===== src/tw_pkg.sv =====
package tw_pkg;

    // ==========================================================
    // widths
    localparam int CNT_W = 16;
    localparam int PRE_W = 8;
    localparam int ADDR_W = 3;
    localparam int DATA_W = 8;

    // ==========================================================
    // register offsets
    localparam logic [ADDR_W-1:0] ADDR_CTRL = 3'h0;
    localparam logic [ADDR_W-1:0] ADDR_CNT_HI = 3'h1;
    localparam logic [ADDR_W-1:0] ADDR_CNT_LO = 3'h2;
    localparam logic [ADDR_W-1:0] ADDR_PRESC = 3'h3;
    localparam logic [ADDR_W-1:0] ADDR_SYS = 3'h4;

    // ==========================================================
    // reset values
    localparam logic [DATA_W-1:0] RST_CTRL = 8'h12;
    localparam logic [DATA_W-1:0] RST_CNT_HI = 8'hFF;
    localparam logic [DATA_W-1:0] RST_CNT_LO = 8'hFF;
    localparam logic [DATA_W-1:0] RST_PRESC = 8'hFF;
    localparam logic RST_GUARD_OFF = 1'b1;
    localparam logic RST_A0_SEL = 1'b1;
    localparam logic RST_TOP_SEL = 1'b1;

    // ==========================================================
    // system register field positions
    localparam int SYS_GUARD_OFF = 0;
    localparam int SYS_A0_SEL = 1;
    localparam int SYS_TOP_SEL = 2;
    localparam int SYS_GUARD_ON = 3;
    localparam int SYS_PENDING = 4;

    // ==========================================================
    // timing
    localparam int INT_DIV = 4;
    localparam logic [1:0] DIV_LAST = 2'(INT_DIV - 1);
    localparam int MIN_EDGE_SPACING = 8;

    // ==========================================================
    // types
    typedef enum logic [1:0] {
        IN_EVENT,
        IN_GATED,
        IN_TRIG,
        IN_RETRIG
    } tw_in_mode_t;

    typedef struct packed {
        logic run;
        logic single;
        tw_in_mode_t inMode;
        logic input_enable_bit;
        logic outMode;
        logic outLevel;
        logic output_enable_bit;
    } tw_ctrl_t;

    typedef struct packed {
        logic rd;
        logic wr;
        logic [ADDR_W-1:0] addr;
        logic [DATA_W-1:0] wdata;
    } tw_bus_req_t;

endpackage


===== src/tw_in_sync.sv =====
`timescale 1ns/100ps
`default_nettype none

module tw_in_sync #(
    parameter int WIDTH = 3
) (
    input wire logic clk,
    input wire logic rst_n,
    input wire logic [WIDTH-1:0] pinIn,
    output logic [WIDTH-1:0] level,
    output logic [WIDTH-1:0] fall
);

    // ==========================================================
    // two-flop synchroniser plus edge stage, per bit
    genvar i;
    generate
        for (i = 0; i < WIDTH; i = i + 1) begin : g_bit
            logic meta_ff;
            logic sync_ff;
            logic prev_ff;

            always_ff @(posedge clk or negedge rst_n) begin
                if (!rst_n) begin
                    meta_ff <= 1'b1;
                    sync_ff <= 1'b1;
                    prev_ff <= 1'b1;
                end else begin
                    meta_ff <= pinIn[i];
                    sync_ff <= meta_ff;
                    prev_ff <= sync_ff;
                end
            end

            assign level[i] = sync_ff;
            assign fall[i] = prev_ff & ~sync_ff;
        end
    endgenerate

endmodule

`default_nettype wire


===== src/tw_timer_guard.sv =====
// Notes on behaviour
// 16-bit down-counter fed through an 8-bit prescaler.
// count source is the timer input pin or the clock divided by four.
// setting run starts counting next cycle; clearing run stops it.
// restart resumes from held value unless a new constant was written.
// constant written while running loads at next end of count; prescaler at once.
// end of count is when the counter is zero.
// in watchdog mode the run bit is ignored.
// single/continuous bit writable anytime, together with run in one write.
// single mode end of count stops, reloads and clears run bit.
// constant changed while stopped is loaded when counting restarts.
// continuous mode reloads and keeps counting until run is cleared.
// input enable selects pin pulses, otherwise clock divided by four.
// event mode counts each falling edge; source spaces them eight clocks.
// event counting begins at first edge after run set, ends on clear.
// gated mode counts divided clock only while pin high and run set.
// triggerable mode starts on first falling edge after run is set.
// retriggerable mode restarts from constant on falling edges while running.
// output disabled drives the output pin high.
// square wave mode toggles the output pin at each end of count.
// software loads prescaler and counter first, else reset values apply.
// end of count routes to top-level or channel A0, replacing external input.
// hardware select pin can permanently force watchdog mode.
// prescaler divides by stored value plus one, 1 to 256.
// two-bit input mode field in the control register selects input mode.
`timescale 1ns/100ps
`default_nettype none

module tw_timer_guard (
    input wire logic clk,
    input wire logic rst_n,
    input wire tw_pkg::tw_bus_req_t busReq,
    output logic [tw_pkg::DATA_W-1:0] rdata,
    input wire logic timerInputPin,
    input wire logic extInterruptZeroInput,
    input wire logic hwSwGuardSelect,
    output logic timerOutputPin,
    output logic topLevelIrq,
    output logic channelA0Irq,
    output logic guardExpire
);

    // ==========================================================
    // pin synchronisers
    logic [2:0] pinLevel;
    logic [2:0] pinFall;

    tw_in_sync #(
        .WIDTH(3)
    ) u_sync (
        .clk(clk),
        .rst_n(rst_n),
        .pinIn({hwSwGuardSelect, extInterruptZeroInput, timerInputPin}),
        .level(pinLevel),
        .fall(pinFall)
    );

    logic inLevel;
    logic inFall;
    logic extLevel;
    logic selLevel;

    assign inLevel = pinLevel[0];
    assign inFall = pinFall[0];
    assign extLevel = pinLevel[1];
    assign selLevel = pinLevel[2];

    // ==========================================================
    // state
    tw_pkg::tw_ctrl_t ctrl_ff;
    logic [tw_pkg::DATA_W-1:0] constHi_ff;
    logic [tw_pkg::DATA_W-1:0] constLo_ff;
    logic [tw_pkg::PRE_W-1:0] presc_ff;
    logic [tw_pkg::CNT_W-1:0] cnt_ff;
    logic [tw_pkg::PRE_W-1:0] pcnt_ff;
    logic [1:0] div_ff;
    logic pend_ff;
    logic armed_ff;
    logic runPrev_ff;
    logic guardOff_ff;
    logic hwGuard_ff;
    logic a0Sel_ff;
    logic topSel_ff;
    logic outPin_ff;
    logic topIrq_ff;
    logic a0Irq_ff;
    logic expire_ff;
    logic [tw_pkg::DATA_W-1:0] rdata_ff;

    // ==========================================================
    // decode
    logic wrCtrl;
    logic wrHi;
    logic wrLo;
    logic wrPresc;
    logic wrSys;
    logic guardMode;
    logic active;
    logic useInput;
    logic divTick;
    logic srcTick;
    logic retrig;
    logic preWrap;
    logic eoc;
    logic startEdge;
    logic timerEvent;
    logic [tw_pkg::CNT_W-1:0] constVal;

    assign wrCtrl = busReq.wr && (busReq.addr == tw_pkg::ADDR_CTRL);
    assign wrHi = busReq.wr && (busReq.addr == tw_pkg::ADDR_CNT_HI);
    assign wrLo = busReq.wr && (busReq.addr == tw_pkg::ADDR_CNT_LO);
    assign wrPresc = busReq.wr && (busReq.addr == tw_pkg::ADDR_PRESC);
    assign wrSys = busReq.wr && (busReq.addr == tw_pkg::ADDR_SYS);

    assign guardMode = hwGuard_ff | ~guardOff_ff;
    assign active = guardMode | ctrl_ff.run;
    assign useInput = ctrl_ff.input_enable_bit & ~guardMode;
    assign divTick = (div_ff == tw_pkg::DIV_LAST);
    assign constVal = {constHi_ff, constLo_ff};
    assign startEdge = ctrl_ff.run & ~runPrev_ff;

    // ==========================================================
    // count source selection
    always_comb begin
        srcTick = 1'b0;
        if (!active) begin
            srcTick = 1'b0;
        end else if (!useInput) begin
            srcTick = divTick;
        end else begin
            case (ctrl_ff.inMode)
                tw_pkg::IN_EVENT: begin
                    srcTick = inFall;
                end
                tw_pkg::IN_GATED: begin
                    srcTick = divTick & inLevel;
                end
                tw_pkg::IN_TRIG: begin
                    srcTick = divTick & armed_ff;
                end
                tw_pkg::IN_RETRIG: begin
                    srcTick = divTick;
                end
                default: begin
                    srcTick = 1'b0;
                end
            endcase
        end
    end

    assign retrig = active & useInput & (ctrl_ff.inMode == tw_pkg::IN_RETRIG) & inFall;
    assign preWrap = srcTick & (pcnt_ff == '0);
    assign eoc = preWrap & (cnt_ff == '0);
    assign timerEvent = eoc & ~guardMode;

    // ==========================================================
    // internal divider
    always_ff @(posedge clk or negedge rst_n) begin
        if (!rst_n) begin
            div_ff <= 2'h0;
        end else begin
            div_ff <= div_ff + 2'h1;
        end
    end

    // ==========================================================
    // prescaler
    always_ff @(posedge clk or negedge rst_n) begin
        if (!rst_n) begin
            presc_ff <= tw_pkg::RST_PRESC;
        end else if (wrPresc) begin
            presc_ff <= busReq.wdata;
        end
    end

    always_ff @(posedge clk or negedge rst_n) begin
        if (!rst_n) begin
            pcnt_ff <= tw_pkg::RST_PRESC;
        end else if (wrPresc) begin
            pcnt_ff <= busReq.wdata;
        end else if (retrig) begin
            pcnt_ff <= presc_ff;
        end else if (srcTick) begin
            pcnt_ff <= (pcnt_ff == '0) ? presc_ff : pcnt_ff - 8'h01;
        end
    end

    // ==========================================================
    // counter constant and pending flag
    always_ff @(posedge clk or negedge rst_n) begin
        if (!rst_n) begin
            constHi_ff <= tw_pkg::RST_CNT_HI;
            constLo_ff <= tw_pkg::RST_CNT_LO;
        end else if (!guardMode) begin
            if (wrHi) begin
                constHi_ff <= busReq.wdata;
            end
            if (wrLo) begin
                constLo_ff <= busReq.wdata;
            end
        end
    end

    always_ff @(posedge clk or negedge rst_n) begin
        if (!rst_n) begin
            pend_ff <= 1'b0;
        end else if ((wrHi || wrLo) && !guardMode) begin
            pend_ff <= 1'b1;
        end else if (retrig || eoc || startEdge) begin
            pend_ff <= 1'b0;
        end
    end

    // ==========================================================
    // main counter
    always_ff @(posedge clk or negedge rst_n) begin
        if (!rst_n) begin
            cnt_ff <= {tw_pkg::RST_CNT_HI, tw_pkg::RST_CNT_LO};
        end else if (retrig) begin
            cnt_ff <= constVal;
        end else if (startEdge && pend_ff && !guardMode) begin
            cnt_ff <= constVal;
        end else if (eoc) begin
            cnt_ff <= constVal;
        end else if (preWrap) begin
            cnt_ff <= cnt_ff - 16'h0001;
        end
    end

    // ==========================================================
    // control register
    always_ff @(posedge clk or negedge rst_n) begin
        if (!rst_n) begin
            ctrl_ff <= tw_pkg::tw_ctrl_t'(tw_pkg::RST_CTRL);
        end else if (wrCtrl) begin
            ctrl_ff <= tw_pkg::tw_ctrl_t'(busReq.wdata);
        end else if (timerEvent && ctrl_ff.single) begin
            ctrl_ff.run <= 1'b0;
        end
    end

    always_ff @(posedge clk or negedge rst_n) begin
        if (!rst_n) begin
            runPrev_ff <= 1'b0;
        end else begin
            runPrev_ff <= ctrl_ff.run;
        end
    end

    always_ff @(posedge clk or negedge rst_n) begin
        if (!rst_n) begin
            armed_ff <= 1'b0;
        end else if (!ctrl_ff.run) begin
            armed_ff <= 1'b0;
        end else if (inFall) begin
            armed_ff <= 1'b1;
        end
    end

    // ==========================================================
    // watchdog enable and interrupt routing
    always_ff @(posedge clk or negedge rst_n) begin
        if (!rst_n) begin
            hwGuard_ff <= 1'b0;
        end else if (!selLevel) begin
            hwGuard_ff <= 1'b1;
        end
    end

    always_ff @(posedge clk or negedge rst_n) begin
        if (!rst_n) begin
            guardOff_ff <= tw_pkg::RST_GUARD_OFF;
            a0Sel_ff <= tw_pkg::RST_A0_SEL;
            topSel_ff <= tw_pkg::RST_TOP_SEL;
        end else if (wrSys) begin
            guardOff_ff <= guardOff_ff & busReq.wdata[tw_pkg::SYS_GUARD_OFF];
            a0Sel_ff <= busReq.wdata[tw_pkg::SYS_A0_SEL];
            topSel_ff <= busReq.wdata[tw_pkg::SYS_TOP_SEL];
        end
    end

    always_ff @(posedge clk or negedge rst_n) begin
        if (!rst_n) begin
            a0Irq_ff <= 1'b0;
            topIrq_ff <= 1'b0;
            expire_ff <= 1'b0;
        end else begin
            a0Irq_ff <= a0Sel_ff ? ~extLevel : timerEvent;
            // both selects low: only channel A0 takes the timer event
            topIrq_ff <= topSel_ff ? ~extLevel : (timerEvent & a0Sel_ff);
            expire_ff <= eoc & guardMode;
        end
    end

    // ==========================================================
    // output pin
    always_ff @(posedge clk or negedge rst_n) begin
        if (!rst_n) begin
            outPin_ff <= 1'b1;
        end else if (!ctrl_ff.output_enable_bit) begin
            outPin_ff <= 1'b1;
        end else if (eoc) begin
            outPin_ff <= ctrl_ff.outMode ? ctrl_ff.outLevel : ~outPin_ff;
        end
    end

    // ==========================================================
    // read port
    logic [tw_pkg::DATA_W-1:0] readMux;

    always_comb begin
        readMux = 8'h00;
        case (busReq.addr)
            tw_pkg::ADDR_CTRL: begin
                readMux = ctrl_ff;
            end
            tw_pkg::ADDR_CNT_HI: begin
                readMux = cnt_ff[15:8];
            end
            tw_pkg::ADDR_CNT_LO: begin
                readMux = cnt_ff[7:0];
            end
            tw_pkg::ADDR_PRESC: begin
                readMux = presc_ff;
            end
            tw_pkg::ADDR_SYS: begin
                readMux[tw_pkg::SYS_GUARD_OFF] = guardOff_ff;
                readMux[tw_pkg::SYS_A0_SEL] = a0Sel_ff;
                readMux[tw_pkg::SYS_TOP_SEL] = topSel_ff;
                readMux[tw_pkg::SYS_GUARD_ON] = guardMode;
                readMux[tw_pkg::SYS_PENDING] = pend_ff;
            end
            default: begin
                readMux = 8'h00;
            end
        endcase
    end

    always_ff @(posedge clk or negedge rst_n) begin
        if (!rst_n) begin
            rdata_ff <= 8'h00;
        end else begin
            rdata_ff <= busReq.rd ? readMux : 8'h00;
        end
    end

    assign rdata = rdata_ff;
    assign timerOutputPin = outPin_ff;
    assign topLevelIrq = topIrq_ff;
    assign channelA0Irq = a0Irq_ff;
    assign guardExpire = expire_ff;

endmodule

`default_nettype wire


===== config.mk =====
export PLATFORM = sky130hd
export DESIGN_NAME = tw_timer_guard
export DESIGN_NICKNAME = d
export VERILOG_FILES = /design/src/tw_pkg.sv /design/src/tw_in_sync.sv /design/src/tw_timer_guard.sv
export SDC_FILE = /design/constraint.sdc
export NUM_CORES = 1
export LEC_CHECK = 0
export BUFFER_PORTS_ARGS = -buffer_cell sky130_fd_sc_hd__buf_2
export CAP_MARGIN = 20
export CORE_UTILIZATION = 45
export DETAILED_ROUTE_END_ITERATION = 6
export PLACE_DENSITY = 0.67
export SETUP_SLACK_MARGIN = 0.15
export SKIP_LAST_GASP = 1
export SLEW_MARGIN = 20
export SYNTH_ARGS = -nofsm -noshare
export SYNTH_HDL_FRONTEND = slang
export SYNTH_HIERARCHICAL = 1
export SYNTH_SLANG_ARGS = --single-unit
export TNS_END_PERCENT = 50

===== constraint.sdc =====
create_clock -name clk -period 5.23 [get_ports clk]
set_input_delay 0.523 -clock clk [delete_from_list [all_inputs] [get_ports clk]]
set_output_delay 0.523 -clock clk [all_outputs]
set_load 0.005 [all_outputs]

Word-level counts from Yosys, hierarchy flattened
Index checks and enable logic that the tools add are counted.
Storage, ports and cells
  bits in registers: 84
  RAM bits: 0
  memories kept: 0
  output and inout port bits: 12
  memory bits (read-only): 0
  bits of input ports: 18
  latch bits: 0
Cells by class
  equality and inequality tests: 10
  $lt $le $gt $ge: 0
  bitwise logic cells: 22
  add/subtract/negate cells: 3
  shifts and indexed selects: 0
  muxes and demuxes: 25
  reductions and logical operators: 23
  multipliers: 0
  divide/modulo/power cells: 0
Operators by type and width (number)
  $mux 16: 4
  $mux 8: 5
  $pmux 5 s5: 1
  $logic_not 16->1: 1
  $sub 16x1->16 const B: 1
  $and 1x1->1: 14
  $mux 1: 13
  $pmux 3 s4: 1
  $logic_and 1x1->1: 9
  $logic_not 8->1: 1
  $sub 8x1->8 const B: 1
  $eq 2x2->1 const B: 3
  $eq 3x2->1 const B: 2
  $not 1->1: 6
  $pmux 1 s4: 1
  $reduce_and 2->1: 2
  $reduce_bool 2->1: 2
  $reduce_bool 4->1: 1
  $eq 3x1->1 const B: 1
  $eq 3x3->1 const B: 1
  $logic_not 3->1: 1
  $logic_or 1x1->1: 3
  $reduce_bool 3->1: 1
  $add 2x1->2 const B: 1
  6 further kinds: 7

Longest topological paths before layout
  depth in word-level cells: 12
  gate-level depth with buffers: 10

By module
The synthesis kept the hierarchy.
Modules (own cells, without submodules)
  tw_timer_guard: cells each 396, instances 1, area each 4077.7 µm², sequential area each 1994.4 µm²
  tw_in_sync: cells each 15, instances 1, area each 300.3 µm², sequential area each 236.5 µm²

Least setup slack after synthesis
No wires, ideal clock.
  kind: reg-to-reg
  start: reg pcnt_ff[0] (netlist bit)
  end: reg pcnt_ff[0] (netlist bit)
  stages on the path, launching flop included: 11
  slack: 2.971 ns
  buffers on the path: 2
  library setup time: 0.059 ns
  data arrival time: 2.200 ns
  required time: 5.171 ns
  cell sequence: dfstp_2 > inv_1 > ha_1 > nor3b_1 > and2_1 > buf_6 > or3_4 > buf_6 > and3_1 > a311oi_1 > a21o_1
On the way
  longest elaborated chain between the ends: 5
Ends and longest elaborated chain
  from (decl): RTL line tw_timer_guard.sv:75  | logic [tw_pkg::PRE_W-1:0] pcnt_ff;
  from (signal assigned): RTL line tw_timer_guard.sv:178  | pcnt_ff <= tw_pkg::RST_PRESC;
  from (signal assigned): RTL line tw_timer_guard.sv:180  | pcnt_ff <= busReq.wdata;
  from (signal assigned): RTL line tw_timer_guard.sv:182  | pcnt_ff <= presc_ff;
  $sub 8x1->8 / $logic_not 8->1 (equally long branches): RTL line tw_timer_guard.sv:184  | pcnt_ff <= (pcnt_ff == '0) ? presc_ff : pcnt_ff - 8'h01;
  $mux 8 (*): RTL line tw_timer_guard.sv:184
  $mux 8 (*): RTL line tw_timer_guard.sv:183  | end else if (srcTick) begin
  $mux 8 (*): RTL line tw_timer_guard.sv:181  | end else if (retrig) begin
  $mux 8 (*): RTL line tw_timer_guard.sv:179  | end else if (wrPresc) begin
Mark *: on every way between the ends. The rest lies on a longest branch, timed or not. The select of a mux whose other input is x is not followed.
A chain may end at the register's enable or synchronous reset.

Final worst setup path
  start: reg ctrl_ff[4] (netlist bit)
  end: reg pcnt_ff[6] (netlist bit)
On the way
  longest elaborated chain between the ends: 5
Ends and longest elaborated chain
  from (decl): RTL line tw_timer_guard.sv:70  | tw_pkg::tw_ctrl_t ctrl_ff;
  from (signal assigned): RTL line tw_timer_guard.sv:234  | ctrl_ff <= tw_pkg::tw_ctrl_t'(tw_pkg::RST_CTRL);
  from (signal assigned): RTL line tw_timer_guard.sv:236  | ctrl_ff <= tw_pkg::tw_ctrl_t'(busReq.wdata);
  $eq 2x2->1 (tied with other cells): RTL line tw_timer_guard.sv:131, tw_timer_guard.sv:151
  $pmux 1 s4 / $and 1x1->1 (equally long branches): RTL line tw_timer_guard.sv:131, tw_timer_guard.sv:151
  $mux 1 / $and 1x1->1 (equally long branches): RTL line tw_timer_guard.sv:128, tw_timer_guard.sv:151
  $mux 1 / $mux 8 (equally long branches): RTL line tw_timer_guard.sv:126, tw_timer_guard.sv:181
  $reduce_bool 3->1 (no source line) / $mux 8 (equally long branches)
Several ways; a longest one is shown, not always the timed one.

==> flow_summary_export.csv <==
group,metric,value,unit
outcome,status,"complete, no violations",
sta,timing.final.crit_period,2.68,ns
worst_hold_path,hold_path_class,"primary input to asynchronous set/reset pin",
worst_setup_path,crit_start,"ctrl_ff[4]",
worst_setup_path,crit_type,"flip-flop to flip-flop",
detailed_routing,via_per_inst,5.93,
global_route,grt_pass1_vias,3258,
floorplan,core_area,9240,sq um
sta,rsz0062_at_grt,"false",
layout,layout.nets,451,
sta,tns,0,ns
job,max_cap_violations,0,
detailed_routing,firstDrtPassIters,5,
clock_tree,post_cts.repair.setup_buffers,0,
logic_synthesis,syn_area,4300,sq um
sta,slew-limit-headroom,38.1,%
logic_synthesis,synth_fp_nets,432,
global_route,antenna_found_initial,0,
clock_tree,cts_tree,"done",
logic_synthesis,ys_warn_count,6,
sta,worst_pin_slew,0.924,ns
floorplan,start_util,46.5,%
clock_tree,cts.sinks,84,
sta,skew,0.00935,ns
floorplan,pin_count,30,
global_route,grt_max_degree,85,
layout,syn_to_final_growth,9.26,%
clock_tree,clockRootBuffer,"clkbuf_8",
detailed_routing,wl_per_cell,19.2,um
logic_synthesis,synth_cells,407,
detailed_routing,drcViolationCount,0,
worst_setup_path,reg2reg_from,"ctrl_ff[4]",
floorplan,die_y,99.7,um
placement,routabilityCongestion,0.907,
clock_tree,clock_path_buffers,2,
worst_setup_path,cp.arrival,2.97,ns
worst_setup_path,crit_fanout,15,
global_route,overflow,0,
layout,diodes,0,
logic_synthesis,avgSynthCellArea,10.6,sq um
layout,drive_above_1_share,33.4,%
detailed_routing,vias,3323,
placement,io_buffers,29,
sta,max_freq,0.373,GHz
clock_tree,htreeDepth,3,
clock_tree,clk_pin_slew,0.09,ns
sta,hold_viol,0,
detailed_routing,drt-initial-drc-count,281,
power,p_leak,0.00201,uW
sta,finalCritPeriodShare,51.3,%
placement,dp_hpwl,7.45,mm
clock_tree,cts_buffers,9,
floorplan,rows,35,
sta,finalMaxSlewViolations,0,
floorplan,die_w,99.7,um
detailed_routing,antenna_left,0,
power,powerDensity,482,nW/um^2
clock_tree,ctsHoldBuffers,0,
worst_setup_path,critPathRequiredTime,5.52,ns
clock_tree,cts_resized,0,
clock_tree,clock_latency,0.36,ns
global_route,grt_use_total,23.2,%
sta,setup_viol,0,
placement,post_dp_cell_area,4480,sq um
floorplan,die_area,9950,sq um
worst_setup_path,end_kind,"flip-flop",
global_route,grt_pass1_wl,17.4,mm
detailed_routing,routed_wl,10.7,mm
worst_setup_path,cp-start-kind,"flip-flop",
power,peakVddDrop,214,uV
layout,fin_area,4700,sq um
worst paths after layout:
path / slack (ns) / endpoint / cells after the start
max reg2reg: 2.55 / pcnt_ff[6] / 8
min: 0.21 / rdata[0] / 1
min reg2reg: 0.36 / u_sync/g_bit[2].sync_ff / 0
max: 2.55 / pcnt_ff[6] / 8
min in group clk: 0.26 / u_sync/g_bit[2].meta_ff / 1
max in group asynchronous: 4.53 / div_ff[1] / 1
routing by layer:
| metal | part of all wire [%] | GRT usage, % | routed length [um] |
|---|---|---|---|
| met3 | 7.0 | 5.06 | 749 |
| met1 | 46 | 32.1 | 4940 |
| met5 | 0 | 0 | 0 |
| met2 | 44 | 34.9 | 4690 |
| met4 | 3.3 | 10.4 | 349 |
critical path, stage by stage (launching register included):
cell       delay (ns)
dfstp_2          0.57
inv_1            0.07
ha_1             0.21
mux2i_1          0.15
a2bb2oi_1        0.30
a21oi_2          0.18
nor3_2           0.79
a311oi_1         0.13
a21o_1           0.21
cells in the final DEF (no fill, tap or decap), types with 4 or more instances in the layout:
cell type and n:
dfstp_2 61, nand2_1 53, nor2_1 29, buf_2 28, dfrtp_1 23, mux2_2 22, a21oi_1 19, inv_1 12
nor3_1 12, clkbuf_8 11, mux2i_1 8, a22oi_1 8, o21ai_0 8, nand3_1 8, nand2b_1 7, o211ai_1 7
o21ai_1 7, ha_1 7, nor2b_1 6, and3_1 6, a311oi_1 6, nor3b_1 5, and2_1 5, nor4_1 4
a211o_1 4, a211oi_1 4, a21o_1 4
layout make-up:
class                           instances  area [sq um]
Fill cell                             858          4540
Clock buffer                           11           151
Timing Repair Buffer                   29           151
Clock inverter                          5          57.6
Sequential cell                        84          2180
Inverter                               12          45.0
Tap cell                              129           161
Multi-Input combinational cell        290          1950
registers in the layout, summed over array words and instances (netlist names), 2 cells and up:
register	count
u_sync/g_bit.meta_ff	3
presc_ff	8
constHi_ff	8
rdata	8
u_sync/g_bit.sync_ff	3
constLo_ff	8
cnt_ff	16
pcnt_ff	8
ctrl_ff	8
div_ff	2
power breakdown:
group | leakage (uW) | switching, uW | total (uW) | internal, uW
Combinational | 0.000975 | 460 | 752 | 292
Clock | 0.000106 | 243 | 491 | 248
Sequential | 0.000930 | 168 | 1020 | 851
Total | 0.00201 | 870 | 2260 | 1390
through the flow:
step	hold slack (ns)	cells	util [%]	worst slack [ns]	total power [uW]
after CTS	0.252	560	50.8	2.57	2250
after global placement	0.347	544	48.5	2.58	1730
after detailed placement	0.348	544	48.5	2.59	1740
after floorplan	0.227	407	-	2.97	1530
final	0.210	560	50.8	2.55	2260
after global routing	0.244	560	50.8	2.28	2390
Note: power is estimated with default switching activity, not from simulation.
